<file path="src/srcc_pkg.sv">
// Constants for the system reset and core-clock control block
package srcc_pkg;

  // Special function register addresses
  localparam logic [7:0] ADDR_POWER_CONTROL   = 8'h87;
  localparam logic [7:0] ADDR_RESET_SOURCE    = 8'hdf;
  localparam logic [7:0] ADDR_CLOCK_DIVIDER   = 8'h95;
  localparam logic [7:0] ADDR_AUX_ONE         = 8'ha2;
  localparam logic [7:0] ADDR_CLOCK_OUT_CTRL  = 8'h96;

  // Register reset values
  localparam logic [7:0] RST_POWER_CONTROL    = 8'h00;
  localparam logic [7:0] RST_CLOCK_DIVIDER    = 8'h00;
  localparam logic [7:0] RST_AUX_ONE          = 8'h00;
  localparam logic [7:0] RST_CLOCK_OUT_CTRL   = 8'h00;

  // Reset source flag positions
  localparam int SRC_PIN       = 0;
  localparam int SRC_SOFTWARE  = 1;
  localparam int SRC_WATCHDOG  = 2;
  localparam int SRC_BREAK     = 3;
  localparam int SRC_BROWNOUT  = 4;
  localparam int SRC_POWER_ON  = 5;
  localparam int NUM_SOURCES   = 6;

  // Flags after power-on: power-on and brownout set, others clear
  localparam logic [5:0] RST_RESET_SOURCE     = 6'h30;

  // Field positions
  localparam int LOW_POWER_CLOCK_POS     = 7;
  localparam int CLOCK_OUTPUT_ENABLE_POS = 6;
  localparam int BOOT_STATUS_VECTOR_POS  = 0;

  // Clock and wake-up timing
  localparam int CLK_FREQ_HZ        = 10_000_000;
  localparam int WAKE_XTAL_CYCLES   = 992;
  localparam int WAKE_OTHER_CYCLES  = 224;
  localparam int WAKE_EXTRA_MIN_US  = 60;
  localparam int WAKE_EXTRA_CYCLES  = (WAKE_EXTRA_MIN_US * (CLK_FREQ_HZ / 1_000_000));
  localparam int WAKE_XTAL_TOTAL    = WAKE_XTAL_CYCLES + WAKE_EXTRA_CYCLES;
  localparam int WAKE_OTHER_TOTAL   = WAKE_OTHER_CYCLES + WAKE_EXTRA_CYCLES;
  localparam int WAKE_CNT_W         = 11;

  // Fetch addresses
  localparam logic [15:0] FETCH_ZERO     = 16'h0000;
  localparam logic [7:0]  BOOT_LOW_BYTE  = 8'h00;

  // Oscillator source selection
  typedef enum logic [2:0] {
    CSRC_XTAL_LOW  = 3'h0,
    CSRC_XTAL_MED  = 3'h1,
    CSRC_XTAL_HIGH = 3'h2,
    CSRC_RC        = 3'h3,
    CSRC_WDT_OSC   = 3'h4,
    CSRC_EXTERNAL  = 3'h5
  } srcc_clk_src_t;

  // Reset sequencer states
  typedef enum logic [1:0] {
    ST_RESET = 2'b00,
    ST_WAKE  = 2'b01,
    ST_RUN   = 2'b10
  } srcc_state_t;

endpackage

</file>
<file path="src/srcc_top.sv">
// Reset sources, reset flags, boot vector, wake-up delay and core-clock divider
// Behaviour
// - Reset pin function follows reset pin enable.
// - Only power-up overrides the pin enable.
// - Six sources each put device into reset.
// - One readable flag per reset source.
// - Writing zero clears a flag.
// - Power-on sets power-on and brownout, clears rest.
// - Other resets set own flag, keep others.
// - Fetch starts at zero or boot address.
// - Boot address is vector byte, low zero.
// - Boot on break, boot status, forced programming.
// - Crystal sources wait 992 cycles plus 60us.
// - Other sources wait 224 cycles plus 60us.
// - Core clock is oscillator divided, up to 510.
// - Divider change applies without pausing execution.
// - Every reset clears the low-power bit.
// - Clock output gives core clock halved.
// - No clock output when crystal clocks timer.
// - In reset crystal port input-only, no pull-up.
// - Crystal input is port pin for internal oscillators, unless crystal clocks timer.
module srcc_top #(
  parameter int WAKE_XTAL  = srcc_pkg::WAKE_XTAL_TOTAL,
  parameter int WAKE_OTHER = srcc_pkg::WAKE_OTHER_TOTAL
) (
  input  wire logic        CLK,
  input  wire logic        RSTN,
  input  wire logic        RST_PIN_N,
  input  wire logic        BROWNOUT_DET,
  input  wire logic        ISP_FORCE,
  input  wire logic        WATCHDOG_TIMEOUT,
  input  wire logic        SOFTWARE_RESET_REQ,
  input  wire logic        BREAK_DETECT,
  input  wire logic        RESET_PIN_ENABLE_BIT,
  input  wire logic [2:0]  CLOCK_SOURCE,
  input  wire logic        TIMER_USES_CRYSTAL,
  input  wire logic [7:0]  BOOT_STATUS,
  input  wire logic [7:0]  BOOT_VECTOR,
  input  wire logic [7:0]  SFR_ADDR,
  input  wire logic [7:0]  SFR_WDATA,
  input  wire logic        SFR_WR,
  input  wire logic        SFR_RD,
  output logic      [7:0]  SFR_RDATA,
  output logic             CORE_RESET_N,
  output logic             CORE_CLOCK_EN,
  output logic      [15:0] FETCH_ADDR,
  output logic             LOW_POWER_CLOCK,
  output logic             DIVIDED_CLOCK_OUT,
  output logic             DIVIDED_CLOCK_OE,
  output logic             CRYSTAL_INPUT_IS_PORT,
  output logic             PORT3_INPUT_ONLY,
  output logic             PORT3_PULLUP_EN
);

  localparam int NS = srcc_pkg::NUM_SOURCES;

  // Pin synchronisers
  logic pin_n_s1;
  logic pin_n_s2;
  logic bod_s1;
  logic bod_s2;
  logic isp_s1;
  logic isp_s2;

  // Sequencer and reset bookkeeping
  srcc_pkg::srcc_state_t state;
  logic [srcc_pkg::WAKE_CNT_W-1:0] wake_cnt;
  logic                            power_up;
  logic                            isp_at_power_up;
  logic [NS-1:0]                   reset_source;
  logic [NS-1:0]                   src_event;
  logic                            pin_reset;
  logic                            any_reset;
  logic                            crystal_source;
  logic                            divided_clock_output_allowed;
  logic                            boot_select;

  // Registers
  logic [7:0] power_control;
  logic [7:0] clock_divider;
  logic [7:0] aux_one;
  logic [7:0] clock_out_ctrl;

  // Divider
  logic [8:0] div_cnt;
  logic [8:0] div_limit;
  logic       core_clock_tick;
  logic       sfr_write_ok;

  // Two flops on each pin before any logic looks at it
  always_ff @(posedge CLK or negedge RSTN) begin
    if (!RSTN) begin
      pin_n_s1 <= 1'b1;
      pin_n_s2 <= 1'b1;
      bod_s1   <= 1'b0;
      bod_s2   <= 1'b0;
      isp_s1   <= 1'b0;
      isp_s2   <= 1'b0;
    end else begin
      pin_n_s1 <= RST_PIN_N;
      pin_n_s2 <= pin_n_s1;
      bod_s1   <= BROWNOUT_DET;
      bod_s2   <= bod_s1;
      isp_s1   <= ISP_FORCE;
      isp_s2   <= isp_s1;
    end
  end

  // Pin acts as reset during power-up or when enabled, else plain input
  assign pin_reset = ~pin_n_s2 & (power_up | RESET_PIN_ENABLE_BIT);

  // Live reset requests; power-on comes through the asynchronous reset
  always_comb begin
    src_event                        = '0;
    src_event[srcc_pkg::SRC_PIN]      = pin_reset;
    src_event[srcc_pkg::SRC_SOFTWARE] = SOFTWARE_RESET_REQ;
    src_event[srcc_pkg::SRC_WATCHDOG] = WATCHDOG_TIMEOUT;
    src_event[srcc_pkg::SRC_BREAK]    = BREAK_DETECT;
    src_event[srcc_pkg::SRC_BROWNOUT] = bod_s2;
  end

  assign any_reset = |src_event;

  // Crystal selections and clock-output availability
  assign crystal_source = (CLOCK_SOURCE == srcc_pkg::CSRC_XTAL_LOW) ||
                          (CLOCK_SOURCE == srcc_pkg::CSRC_XTAL_MED) ||
                          (CLOCK_SOURCE == srcc_pkg::CSRC_XTAL_HIGH);
  assign divided_clock_output_allowed = ~crystal_source & ~TIMER_USES_CRYSTAL;

  // Reset source flags; a hardware set wins over a software clear
  genvar gi;
  generate
    for (gi = 0; gi < NS; gi++) begin : g_flag
      always_ff @(posedge CLK or negedge RSTN) begin
        if (!RSTN) begin
          reset_source[gi] <= srcc_pkg::RST_RESET_SOURCE[gi];
        end else if (src_event[gi]) begin
          reset_source[gi] <= 1'b1;
        end else if (sfr_write_ok && SFR_ADDR == srcc_pkg::ADDR_RESET_SOURCE &&
                     !SFR_WDATA[gi]) begin
          reset_source[gi] <= 1'b0;
        end
      end
    end
  endgenerate

  // Power-up window ends when the first wake-up delay completes
  always_ff @(posedge CLK or negedge RSTN) begin
    if (!RSTN) begin
      power_up        <= 1'b1;
      isp_at_power_up <= 1'b0;
    end else if (power_up) begin
      isp_at_power_up <= isp_s2;
      if (state == srcc_pkg::ST_WAKE && wake_cnt == '0) begin
        power_up <= 1'b0;
      end
    end
  end

  // Reset sequencer: hold, wake-up delay, run
  always_ff @(posedge CLK or negedge RSTN) begin
    if (!RSTN) begin
      state    <= srcc_pkg::ST_RESET;
      wake_cnt <= '0;
    end else if (any_reset) begin
      state    <= srcc_pkg::ST_RESET;
      wake_cnt <= '0;
    end else begin
      case (state)
        srcc_pkg::ST_RESET: begin
          state <= srcc_pkg::ST_WAKE;
          if (crystal_source) begin
            wake_cnt <= srcc_pkg::WAKE_CNT_W'(WAKE_XTAL - 1);
          end else begin
            wake_cnt <= srcc_pkg::WAKE_CNT_W'(WAKE_OTHER - 1);
          end
        end
        srcc_pkg::ST_WAKE: begin
          if (wake_cnt == '0) begin
            state <= srcc_pkg::ST_RUN;
          end else begin
            wake_cnt <= wake_cnt - 1'b1;
          end
        end
        srcc_pkg::ST_RUN: begin
          state <= srcc_pkg::ST_RUN;
        end
        default: begin
          state <= srcc_pkg::ST_RESET;
        end
      endcase
    end
  end

  // Core is released one edge after the wake-up delay expires
  always_ff @(posedge CLK or negedge RSTN) begin
    if (!RSTN) begin
      CORE_RESET_N <= 1'b0;
    end else begin
      CORE_RESET_N <= (state == srcc_pkg::ST_RUN) && !any_reset;
    end
  end

  // Boot address choice
  assign boot_select = reset_source[srcc_pkg::SRC_BREAK] |
                       BOOT_STATUS[srcc_pkg::BOOT_STATUS_VECTOR_POS] |
                       isp_at_power_up;

  // Fetch address latched while the core is held
  always_ff @(posedge CLK or negedge RSTN) begin
    if (!RSTN) begin
      FETCH_ADDR <= srcc_pkg::FETCH_ZERO;
    end else if (state != srcc_pkg::ST_RUN) begin
      if (boot_select) begin
        FETCH_ADDR <= {BOOT_VECTOR, srcc_pkg::BOOT_LOW_BYTE};
      end else begin
        FETCH_ADDR <= srcc_pkg::FETCH_ZERO;
      end
    end
  end

  // Software may only write while the core runs
  assign sfr_write_ok = SFR_WR && (state == srcc_pkg::ST_RUN);

  // Control registers, all returned to defaults by any reset
  always_ff @(posedge CLK or negedge RSTN) begin
    if (!RSTN) begin
      power_control  <= srcc_pkg::RST_POWER_CONTROL;
      clock_divider  <= srcc_pkg::RST_CLOCK_DIVIDER;
      aux_one        <= srcc_pkg::RST_AUX_ONE;
      clock_out_ctrl <= srcc_pkg::RST_CLOCK_OUT_CTRL;
    end else if (state != srcc_pkg::ST_RUN) begin
      power_control  <= srcc_pkg::RST_POWER_CONTROL;
      clock_divider  <= srcc_pkg::RST_CLOCK_DIVIDER;
      aux_one        <= srcc_pkg::RST_AUX_ONE;
      clock_out_ctrl <= srcc_pkg::RST_CLOCK_OUT_CTRL;
    end else if (sfr_write_ok) begin
      case (SFR_ADDR)
        srcc_pkg::ADDR_POWER_CONTROL:  power_control  <= SFR_WDATA;
        srcc_pkg::ADDR_CLOCK_DIVIDER:  clock_divider  <= SFR_WDATA;
        srcc_pkg::ADDR_AUX_ONE:        aux_one        <= SFR_WDATA;
        srcc_pkg::ADDR_CLOCK_OUT_CTRL: clock_out_ctrl <= SFR_WDATA;
        default: begin
        end
      endcase
    end
  end

  // Low-power bit registered once more from aux_one, held low outside run
  always_ff @(posedge CLK or negedge RSTN) begin
    if (!RSTN) begin
      LOW_POWER_CLOCK <= 1'b0;
    end else begin
      LOW_POWER_CLOCK <= (state == srcc_pkg::ST_RUN) &&
                         aux_one[srcc_pkg::LOW_POWER_CLOCK_POS];
    end
  end

  // Divide ratio: zero means undivided, else twice the register value
  assign div_limit = (clock_divider == 8'h00) ? 9'h000 : {clock_divider, 1'b0} - 9'h001;

  // Divider counter compares with >= so a new ratio never stalls the core
  always_ff @(posedge CLK or negedge RSTN) begin
    if (!RSTN) begin
      div_cnt <= '0;
    end else if (state != srcc_pkg::ST_RUN) begin
      div_cnt <= '0;
    end else if (div_cnt >= div_limit) begin
      div_cnt <= '0;
    end else begin
      div_cnt <= div_cnt + 9'h001;
    end
  end

  assign core_clock_tick = (state == srcc_pkg::ST_RUN) && !any_reset && (div_cnt >= div_limit);

  // Core clock enable, gated off while held or waking
  always_ff @(posedge CLK or negedge RSTN) begin
    if (!RSTN) begin
      CORE_CLOCK_EN <= 1'b0;
    end else begin
      CORE_CLOCK_EN <= core_clock_tick;
    end
  end

  // Clock output toggles on each core tick, giving core clock over two
  always_ff @(posedge CLK or negedge RSTN) begin
    if (!RSTN) begin
      DIVIDED_CLOCK_OUT <= 1'b0;
      DIVIDED_CLOCK_OE  <= 1'b0;
    end else if (clock_out_ctrl[srcc_pkg::CLOCK_OUTPUT_ENABLE_POS] && divided_clock_output_allowed &&
                 state == srcc_pkg::ST_RUN) begin
      DIVIDED_CLOCK_OE <= 1'b1;
      if (core_clock_tick) begin
        DIVIDED_CLOCK_OUT <= ~DIVIDED_CLOCK_OUT;
      end
    end else begin
      DIVIDED_CLOCK_OUT <= 1'b0;
      DIVIDED_CLOCK_OE  <= 1'b0;
    end
  end

  // Crystal port pins: input-only without pull-up during reset
  always_ff @(posedge CLK or negedge RSTN) begin
    if (!RSTN) begin
      PORT3_INPUT_ONLY <= 1'b1;
      PORT3_PULLUP_EN  <= 1'b0;
    end else begin
      PORT3_INPUT_ONLY <= (state != srcc_pkg::ST_RUN);
      PORT3_PULLUP_EN  <= (state == srcc_pkg::ST_RUN);
    end
  end

  // Crystal input freed as a port for internal oscillators only
  always_ff @(posedge CLK or negedge RSTN) begin
    if (!RSTN) begin
      CRYSTAL_INPUT_IS_PORT <= 1'b0;
    end else begin
      CRYSTAL_INPUT_IS_PORT <= ((CLOCK_SOURCE == srcc_pkg::CSRC_RC) ||
                                (CLOCK_SOURCE == srcc_pkg::CSRC_WDT_OSC)) &&
                               !TIMER_USES_CRYSTAL;
    end
  end

  // Registered read data, unmapped addresses read zero
  always_ff @(posedge CLK or negedge RSTN) begin
    if (!RSTN) begin
      SFR_RDATA <= 8'h00;
    end else if (SFR_RD) begin
      case (SFR_ADDR)
        srcc_pkg::ADDR_POWER_CONTROL:  SFR_RDATA <= power_control;
        srcc_pkg::ADDR_RESET_SOURCE:   SFR_RDATA <= {2'h0, reset_source};
        srcc_pkg::ADDR_CLOCK_DIVIDER:  SFR_RDATA <= clock_divider;
        srcc_pkg::ADDR_AUX_ONE:        SFR_RDATA <= aux_one;
        srcc_pkg::ADDR_CLOCK_OUT_CTRL: SFR_RDATA <= clock_out_ctrl;
        default:                       SFR_RDATA <= 8'h00;
      endcase
    end
  end

endmodule // srcc_top

</file>
<file path="config.mk">
export PLATFORM = sky130hd
export DESIGN_NAME = srcc_top
export DESIGN_NICKNAME = d
export VERILOG_FILES = /design/src/srcc_pkg.sv /design/src/srcc_top.sv
export SDC_FILE = /design/constraint.sdc
export NUM_CORES = 1
export LEC_CHECK = 0
export ABC_AREA = 1
export BUFFER_PORTS_ARGS = -buffer_cell sky130_fd_sc_hd__buf_2
export CAP_MARGIN = 20
export CORE_MARGIN = 2
export CORE_UTILIZATION = 45
export DETAILED_ROUTE_END_ITERATION = 8
export PLACE_DENSITY = 0.75
export SETUP_SLACK_MARGIN = 0.5
export SLEW_MARGIN = 0
export SYNTH_ARGS = -nofsm -noshare
export SYNTH_HDL_FRONTEND = slang
export SYNTH_SLANG_ARGS = --single-unit
</file>
<file path="constraint.sdc">
create_clock -name CLK -period 2.2 [get_ports CLK]
set_input_delay 0.44 -clock CLK [delete_from_list [all_inputs] [get_ports CLK]]
set_output_delay 0.44 -clock CLK [all_outputs]
set_load 0.03 [all_outputs]
</file>
=== Word level (Yosys, flattened, before mapping) ===
Cells that the tools add are included.

* Reduce and logical (&&, ||, !) cells: 47
* Add/subtract/negate cells: 3
* Bitwise operators: 9
* Equal/unequal tests: 15
* $lt $le $gt $ge: 1
* Multiplexer cells: 39

{| class="wikitable"
|+ Operator list
! cell !! count
|-
| 2-to-1 mux 8 bit || 12
|-
| == test 8 bit (second input constant) || 5
|-
| case mux 8 bit (5 select lines) || 1
|-
| 2-to-1 mux 11 bit || 3
|-
| 2-to-1 mux 9 bit || 3
|-
| case mux 11 bit (2 select lines) || 1
|-
| nonzero test 2 bit || 10
|-
| 2-to-1 mux 16 bit || 1
|-
| logical AND 1 bit || 15
|-
| 2-to-1 mux 1 bit || 15
|-
| logical NOT 11 bit || 1
|-
| subtractor 11 x 1 -> 11 bit (second input constant) || 1
|-
| AND reduction 2 bit || 5
|-
| adder 9 x 1 -> 9 bit (second input constant) || 1
|-
| >= comparator 9 bit || 1
|-
| subtractor 9 x 1 -> 9 bit (second input constant) || 1
|-
| logical NOT 1 bit || 8
|-
| logical NOT 8 bit || 1
|-
| == test 3 x 2 -> 1 bit (second input constant) || 2
|-
| case mux 2 bit (3 select lines) || 1
|-
| OR reduction 5 bit || 1
|-
| 2-to-1 mux 2 bit || 2
|-
| inequality test 2 bit (second input constant) || 2
|-
| NOT 1 bit || 4
|-
| 12 further kinds || 17
|}

* Flip-flop bits (word level): 100
* Input bits: 47
* Output and inout bits: 32
* Word-level logic and storage cells: 145

=== Logic depth before layout (Yosys ltp) ===
Gate-level depths: netlist of the first run.

* Word-level depth: 8
* Depth in mapped cells: 15
* Depth with buffers taken out: 15

=== Worst setup path before layout of the first run ===
OpenSTA, ideal clock, no wires.

* Path kind: register to register
* Start point: register clock_divider[2]
* End point: register div_cnt[7]
* Arrival time: 1984 ps
* Slack: 139 ps
* Path buffers: 0
* Required time: 2123 ps
* Clock period less this slack: 2061 ps
* Stages on the path, launching flop included: 11
* Cells stage by stage: dfrtp_1 -> nor2_1 -> nand2_1 -> inv_1 -> nand4_1 -> nand3_1 -> ha_1 -> a21o_1 -> nor2_1 -> nand4_1 -> nor2_1

* Cells in the longest elaborated chain, start to end: 5
* Elaborated cells on any way between the ends: 6

{| class="wikitable"
|+ Ends and longest elaborated chain
! item !! RTL line !! text
|-
| from (decl) || srcc_top.sv:80 || <nowiki>logic [7:0] clock_divider;</nowiki>
|-
| from (signal assigned) || srcc_top.sv:229 || <nowiki>clock_divider <= srcc_pkg::RST_CLOCK_DIVIDER;</nowiki>
|-
| from (signal assigned) || srcc_top.sv:234 || <nowiki>clock_divider <= srcc_pkg::RST_CLOCK_DIVIDER;</nowiki>
|-
| subtractor 9 x 1 -> 9 bit or logical NOT 8 bit (tied branches) || srcc_top.sv:260 || <nowiki>assign div_limit = (clock_divider == 8'h00) ? 9'h000 : {clock_divider, 1'b0} - 9'h001;</nowiki>
|-
| 2-to-1 mux 9 bit * || srcc_top.sv:260 ||
|-
| >= comparator 9 bit * || srcc_top.sv:268 || <nowiki>end else if (div_cnt >= div_limit) begin</nowiki>
|-
| 2-to-1 mux 9 bit * || srcc_top.sv:268 ||
|-
| 2-to-1 mux 9 bit * || srcc_top.sv:266 || <nowiki>end else if (state != srcc_pkg::ST_RUN) begin</nowiki>
|-
| to (signal assigned) || srcc_top.sv:271 || <nowiki>div_cnt <= div_cnt + 9'h001;</nowiki>
|-
| to (decl) || srcc_top.sv:85 || <nowiki>logic [8:0] div_cnt;</nowiki>
|}

Mark *: on every way between the ends. The rest lies on a longest branch, timed or not.
A chain may end at the register's enable or synchronous reset.

=== Worst setup path after layout of the first run ===
* Start point: register clock_divider[6]
* End point: register div_cnt[2]

Same word-level chain as after synthesis.

==> results of run 1 <==
==> sequential cells by signal (all words and copies together), names as in the netlist, 2 cells and up <==
| name | count |
|---|---|
| wake_cnt | 11 |
| div_cnt | 9 |
| FETCH_ADDR | 8 |
| SFR_RDATA | 8 |
| aux_one | 8 |
| clock_divider | 8 |
| clock_out_ctrl | 8 |
| power_control | 8 |
| reset_source | 6 |
| state | 2 |
==> repair_timing <==
action / in CTS / in global routing
gates resized for setup: 17 / 49
endpoints found under the setup margin: 53 / 60
buffers inserted: 13 / 10
pin swaps: 2 / 12
cloned: 1 / 1
==> logic make-up (layout without fill, tap and decap cells) <==
family	Yosys count	in the layout	share of synthesized area (%)
compound gates	74	74	11.1
flops	92	92	47.7
other cells	1	8	0.0774
buf+inv	75	175	6.97
simple gates	312	312	28.6
fa+ha+maj	16	16	4.13
xor+xnor	8	8	1.45
==> cell type report <==
cell class	count	area [µm²]
fill	898	4360
inverter	58	224
clock buffer	13	149
sequential	92	2310
timing repair buffer	101	669
multi-input combinational	418	2430
tap	136	170
clock inverter	3	46.3
==> per-layer routing <==
metal,track usage [%],vias up,share of wire [%]
li1,-,2064,-
met1,26.8,2047,43
met2,34.9,129,50
met3,2.97,23,5.3
met4,6.68,0,1.8
met5,0,-,0
==> placed cells by master, fill, tap and decap left out, types with 6 or more instances in the layout <==
cell type and instances:
nand2_1 148, a21oi_1 9, buf_2 63, conb_1 8, nand4_1 10, o21ai_1 11
nor2_2 9, inv_2 8, inv_1 48, buf_4 29, dfrtp_1 83, nor2_4 13
o21ai_0 17, o21ai_2 24, ha_1 8, nand3_1 62, clkbuf_8 10, nor2_1 41
dfstp_2 6, nand2_2 10, nor3_1 6
==> worst paths after layout <==
kind / slack, ns / end / startpoint
min in group CLK: 0.18 / pin_n_s1 / RST_PIN_N
max in group asynchronous: 1.48 / PORT3_INPUT_ONLY / RSTN
worst min-delay path: 0.05 / SFR_RDATA[1] / RSTN
worst max-delay path: 0.005 / div_cnt[2] / clock_divider[6]
worst max register to register: 0.005 / div_cnt[2] / clock_divider[6]
worst min register to register: 0.35 / isp_s2 / isp_s1
==> worst reg2reg max path, delay by kind of cell (launching register included) <==
kind / cells / cell delay [ns]
fa+ha+maj: 1 / 0.30
buf+inv: 3 / 0.48
flops: 1 / 0.50
simple gates: 7 / 0.81
==> cells in the mapped netlist <==
cell type / instances
nand2_1: 155
dfrtp_1: 86
nand3_1: 67
inv_1: 56
nor2_1: 54
o21ai_2: 23
o21ai_0: 19
ha_1: 16
a21oi_1: 11
nand4_1: 10
o21ai_1: 10
buf_4: 8
dfstp_2: 6
nor3_1: 6
nand2_2: 5
nor2_4: 5
o21bai_1: 5
xor2_1: 5
a31oi_4: 4
nor2_2: 4
buf_2: 3
buf_6: 3
clkbuf_1: 3
xnor2_1: 3
inv_2: 2
nand2_4: 2
or2_2: 2
a21o_1: 1
conb_1: 1
nand3b_1: 1
nor3_4: 1
o31ai_1: 1
==> power groups by stage <==
stage	registers, µW	clock network (µW)	logic (µW)
CTS	1730	1170	289
floorplan	1800	0	131
finish	1730	1160	296
detailed placement	1760	0	286
global route	1740	1240	327
global placement	1760	0	278
==> per-stage QoR <==
stage          power, µW  area [µm²]
4_1_cts             3190        5730
5_1_grt             3300        6010
6_report            3180        6010
2_1_floorplan       1930        4880
3_5_place_dp        2050        5350
3_3_place_gp        2040        5350
==> run metrics, run 1 <==
Final Cycle Share=around 100%; r2r worst-path depth=11; Worst VDD drop=approximately 0.00026 V; Flop pwr share=a little over half; Top-Level Pins=a little under 80; Avg Inst Size Synth=8.38 µm²; post-DR wirelength/cell=around 15 µm; static leakage=between 0.002 and 0.003 µW; crit path cell chain=inv_1 > nand4_1 > buf_2 > nand3b_1 > ha_1 > nand2_1 > nor2_4 > nand3_2 > nand4_1 > buf_6 > nor2_2; Bufs and invs on worst path=3; max capacitance violation total=0; clk slew on worst S/H paths=0.09 ns; top post-synthesis cells by area=dfrtp_1 44%, nand2_1 12%, nand3_1 6.9%; worst slew pin tran=roughly 0.53 ns; global placer's final weighted congestion=around 0.86; WP data arrival=roughly 2.4 ns; net switching power=just over 800 µW; clock root cell=clkbuf_8; core area=10400 µm²; CP delay by family, top=simple AND/OR/NAND/NOR gates; GRT Overall Usage=roughly 20%; Hold Crit Class=input port to asynchronous set/reset pin; fraction of layout cells with a size suffix above 1=roughly a third; area growth from synthesis to layout=24.0%; Fin Setup TNS=0 ns; Final setup violation count=0; hold_buf cts=0; initial antenna violation count=0; worst-path fanout max=5; full die area=11600 µm²; Final Hold Fails=0; cts bufs inserted=9; placed cell count=780; crit path time final=roughly 2.2 ns; Mapped Cells=between 500 and 600; final WL=around 12 mm; CTS sink count=a little over 90; final core utilization=57.9%; starting density of the core=between 40% and 50%; final non-filler cell total=about 820; switching part of the total=between 20 and 30%; fin. max-slew vios=0; Pint=between 2000 and 2500 µW; vias in the first global route=slightly above 4000; slowest CP cell=dfrtp_1; die span in x=around 110 µm; Worst path depth=11; Yosys top cell area share=around 44%; antenna fix cells=0; Die H=between 100 and 150 µm; synth warn=0; FF+latch count, synth=92; worst hold slack=0.0499 ns; drc violations=0; Layout Nets=~740; critical path class=register to register; Rel. slew slack=approximately 65%; clk_lat worst skew=between 0.3 and 0.4 ns; largest area contributor in the netlist=dfrtp_1; largest net degree at the start of global routing=40; DPL Wire Length=8.00 mm; Power Density=about 530 nW/µm²; post-synthesis sequential area ratio=between 40% and 50%; CP endpoint kind=register; GRT overflow=0; Clock Power Share=between 30% and 40%; # rows=37; ANT nets after route=0; CTS H-tree lvls=3; CP most frequent cell=nand4_1; Setup WS pre-CTS=around 0.057 ns; port bufs=63; RSZ-0062 raised after global routing=true; CTS tree=yes; via count=between 4000 and 5000; Post-Syn Area=between 4000 and 5000 µm²; First DRT Iteration DRCs=around 290; f_max=between 0.4 and 0.5 GHz; CP required=~2.5 ns; slowest stage delay, CP=0.50 ns; Max clock buf depth=2; Critical Path Source Type=register; Unique masters post-synth=32; combinational power share=under 10%; first-pass GRT wire length=between 15 and 20 mm; clock skew=approximately 0.012 ns; post-route setup slack=just over 0.005 ns; DR pass1 iterations=4; status=finished, final reports clean; via/cell ratio=just over 5
Power figures use the tool's default switching activity.
==> inputs of run 2 (changes only) <==
==> constraint.sdc (replaced) <==
create_clock -name CLK -period 2.2 [get_ports CLK]
set_input_delay 0.11 -clock CLK [delete_from_list [all_inputs] [get_ports CLK]]
set_output_delay 0.11 -clock CLK [all_outputs]
set_load 0.03 [all_outputs]
==> run metrics, run 2 (synthesized netlist as in run 1, its figures left out) <==
vias in the first global route=around 4200; Max clock buf depth=2; slowest stage delay, CP=~0.45 ns; max capacitance violation total=0; first-pass GRT wire length=just under 20 mm; clk_lat worst skew=approximately 0.36 ns; CP endpoint kind=register; First DRT Iteration DRCs=just over 300; RSZ-0062 raised after global routing=true; DPL Wire Length=~8 mm; CTS H-tree lvls=3; uppermost layer routed=met4; Critical Path Source Type=register; WP data arrival=about 2.4 ns; area occupied by multi-input gates=between 2000 and 2500 µm²; via count=between 4000 and 5000; slowest CP cell=dfrtp_2; Sequential Area=approximately 2300 µm²; area growth from synthesis to layout=25.7%; Final Hold Fails=0; via/cell ratio=around 5.2; fraction of layout cells with a size suffix above 1=29.1%; full die area=~12000 µm²; initial antenna violation count=0; f_max=approximately 0.47 GHz; Worst VDD drop=between 0.0002 and 0.0003 V; static leakage=~0.003 µW; max FFs per register=11; CTS sink count=92; # rows=37; largest registers=wake_cnt: 11 flops, div_cnt: 9 flops; Rel. slew slack=65.6%; worst slew pin tran=around 0.52 ns; final WL=around 12 mm; core area=between 10000 and 15000 µm²; number of fill cells=around 900; Final Cycle Share=96.2%; clk slew on worst S/H paths=roughly 0.09 ns; largest net degree at the start of global routing=55; fin. max-slew vios=0; starting density of the core=between 40 and 50%; worst hold slack=about 0.017 ns; Hold Crit Class=input port to register; Bufs and invs on worst path=1; GRT overflow=0; Reg with most FFs=wake_cnt; clock root cell=clkbuf_8; Layout Nets=approximately 750; Top-Level Pins=79; GRT Overall Usage=about a fifth; crit path time final=roughly 2.1 ns; M1 WL=5.18 mm; crit path cell chain=nor2_1 > nand2_4 > o31ai_4 > nand3_2 > ha_4 > nand2_4 > nor2_4 > nand3_2 > nand4_1 > buf_4 > nor2_1; antenna fix cells=0; CP required=around 2.5 ns; CTS tree=yes; Power Density=roughly 530 nW/µm²; post-DR wirelength/cell=between 10 and 15 µm; final core utilization=between 50% and 60%; worst-path fanout max=5; critical path class=register to register; status=finished, final reports clean; commonest non-fill, non-tap cell in the layout=nand2_1; Setup WS pre-CTS=between 0.03 and 0.04 ns; Final setup violation count=0; drc violations=0; DR WL met2=approximately 6.0 mm; die span in x=roughly 110 µm; port bufs=63; cts bufs inserted=9; Die H=108 µm; most frequent cells in the layout=151 x nand2_1, 82 x dfrtp_1, 63 x buf_2; clock skew=0.00969 ns; CP delay by family, top=simple AND/OR/NAND/NOR gates; ANT nets after route=0; post-route setup slack=roughly 0.085 ns; Overall Power=roughly 3200 µW; global placer's final weighted congestion=just under 0.9; DR pass1 iterations=5; Met3 Wirelength=around 590 µm
-- run 2: cell types whose count changed in the layout (fill, tap and decap cells not counted), moves of 3 or more --
cell / delta
nor2_4: -4
nand2_1: +3
dlygate4sd3_1: +16
buf_4: -5
buf_12: -3
nor2_1: +6
nand2_2: -4
-- run 2: final cells by class --
class | count | share of cell area (%)
sequential | 92 | 38.0
multi-input combinational | 418 | 39.7
tap | 136 | 2.79
clock inverter | 3 | 0.739
clock buffer | 13 | 2.61
inverter | 58 | 3.68
timing repair buffer | 111 | 12.4
-- run 2: routing by layer --
| layer | GRT usage, % | vias up |
|---|---|---|
| li1 | - | 2090 |
| met1 | 27.5 | 2030 |
| met2 | 35.1 | 136 |
| met3 | 4.78 | 36 |
| met4 | 7.78 | 0 |
| met5 | 0 | - |
-- run 2: final timing paths --
path                                  start          endpoint  slack (ns)  cells after the start
max                        clock_divider[4]        div_cnt[2]        0.08                     11
min                            SFR_WDATA[2]   reset_source[2]        0.02                      3
max reg2reg                clock_divider[4]        div_cnt[2]        0.08                     11
min reg2reg                          bod_s1            bod_s2        0.35                      0
max in group asynchronous              RSTN  PORT3_INPUT_ONLY        1.22                      3
min in group asynchronous              RSTN      SFR_RDATA[1]        0.25                      2
-- run 2: per-stage QoR --
stage | cell area (µm²) | cells | TNS [ns]
2_1_floorplan | 4880 | 585 | 0
3_3_place_gp | 5320 | 775 | 0
3_5_place_dp | 5320 | 775 | 0
4_1_cts | 5910 | 826 | 0
5_1_grt | 6090 | 831 | -0.319
6_report | 6090 | 831 | 0
-- run 2: worst register-to-register path, delay by kind of cell, from the launching register on --
kind	cells	cell delay, ns
AND/OR/NAND/NOR	8	0.90
flip-flops	1	0.45
adder cells (fa/ha/maj)	1	0.32
AO/OA/AOI/OAI	1	0.19
buffers and inverters	1	0.16
-- run 2: repair_timing --
item	in CTS	in global routing
endpoints found under the setup margin	49	58
gates resized for setup	25	36
hold buffers	16	0
setup buffers	17	5
endpoints found under the hold margin	51	0
gates cloned	2	0
pin swaps	5	5
-- run 2: report_power, final --
group | internal (µW) | total [µW] | switching (µW) | leakage [µW]
clock | 589 | 1190 | 596 | 0.0000959
sequential | 1720 | 1730 | 14.4 | 0.00120
combinational | 105 | 317 | 212 | 0.00172
total | 2410 | 3230 | 823 | 0.00302
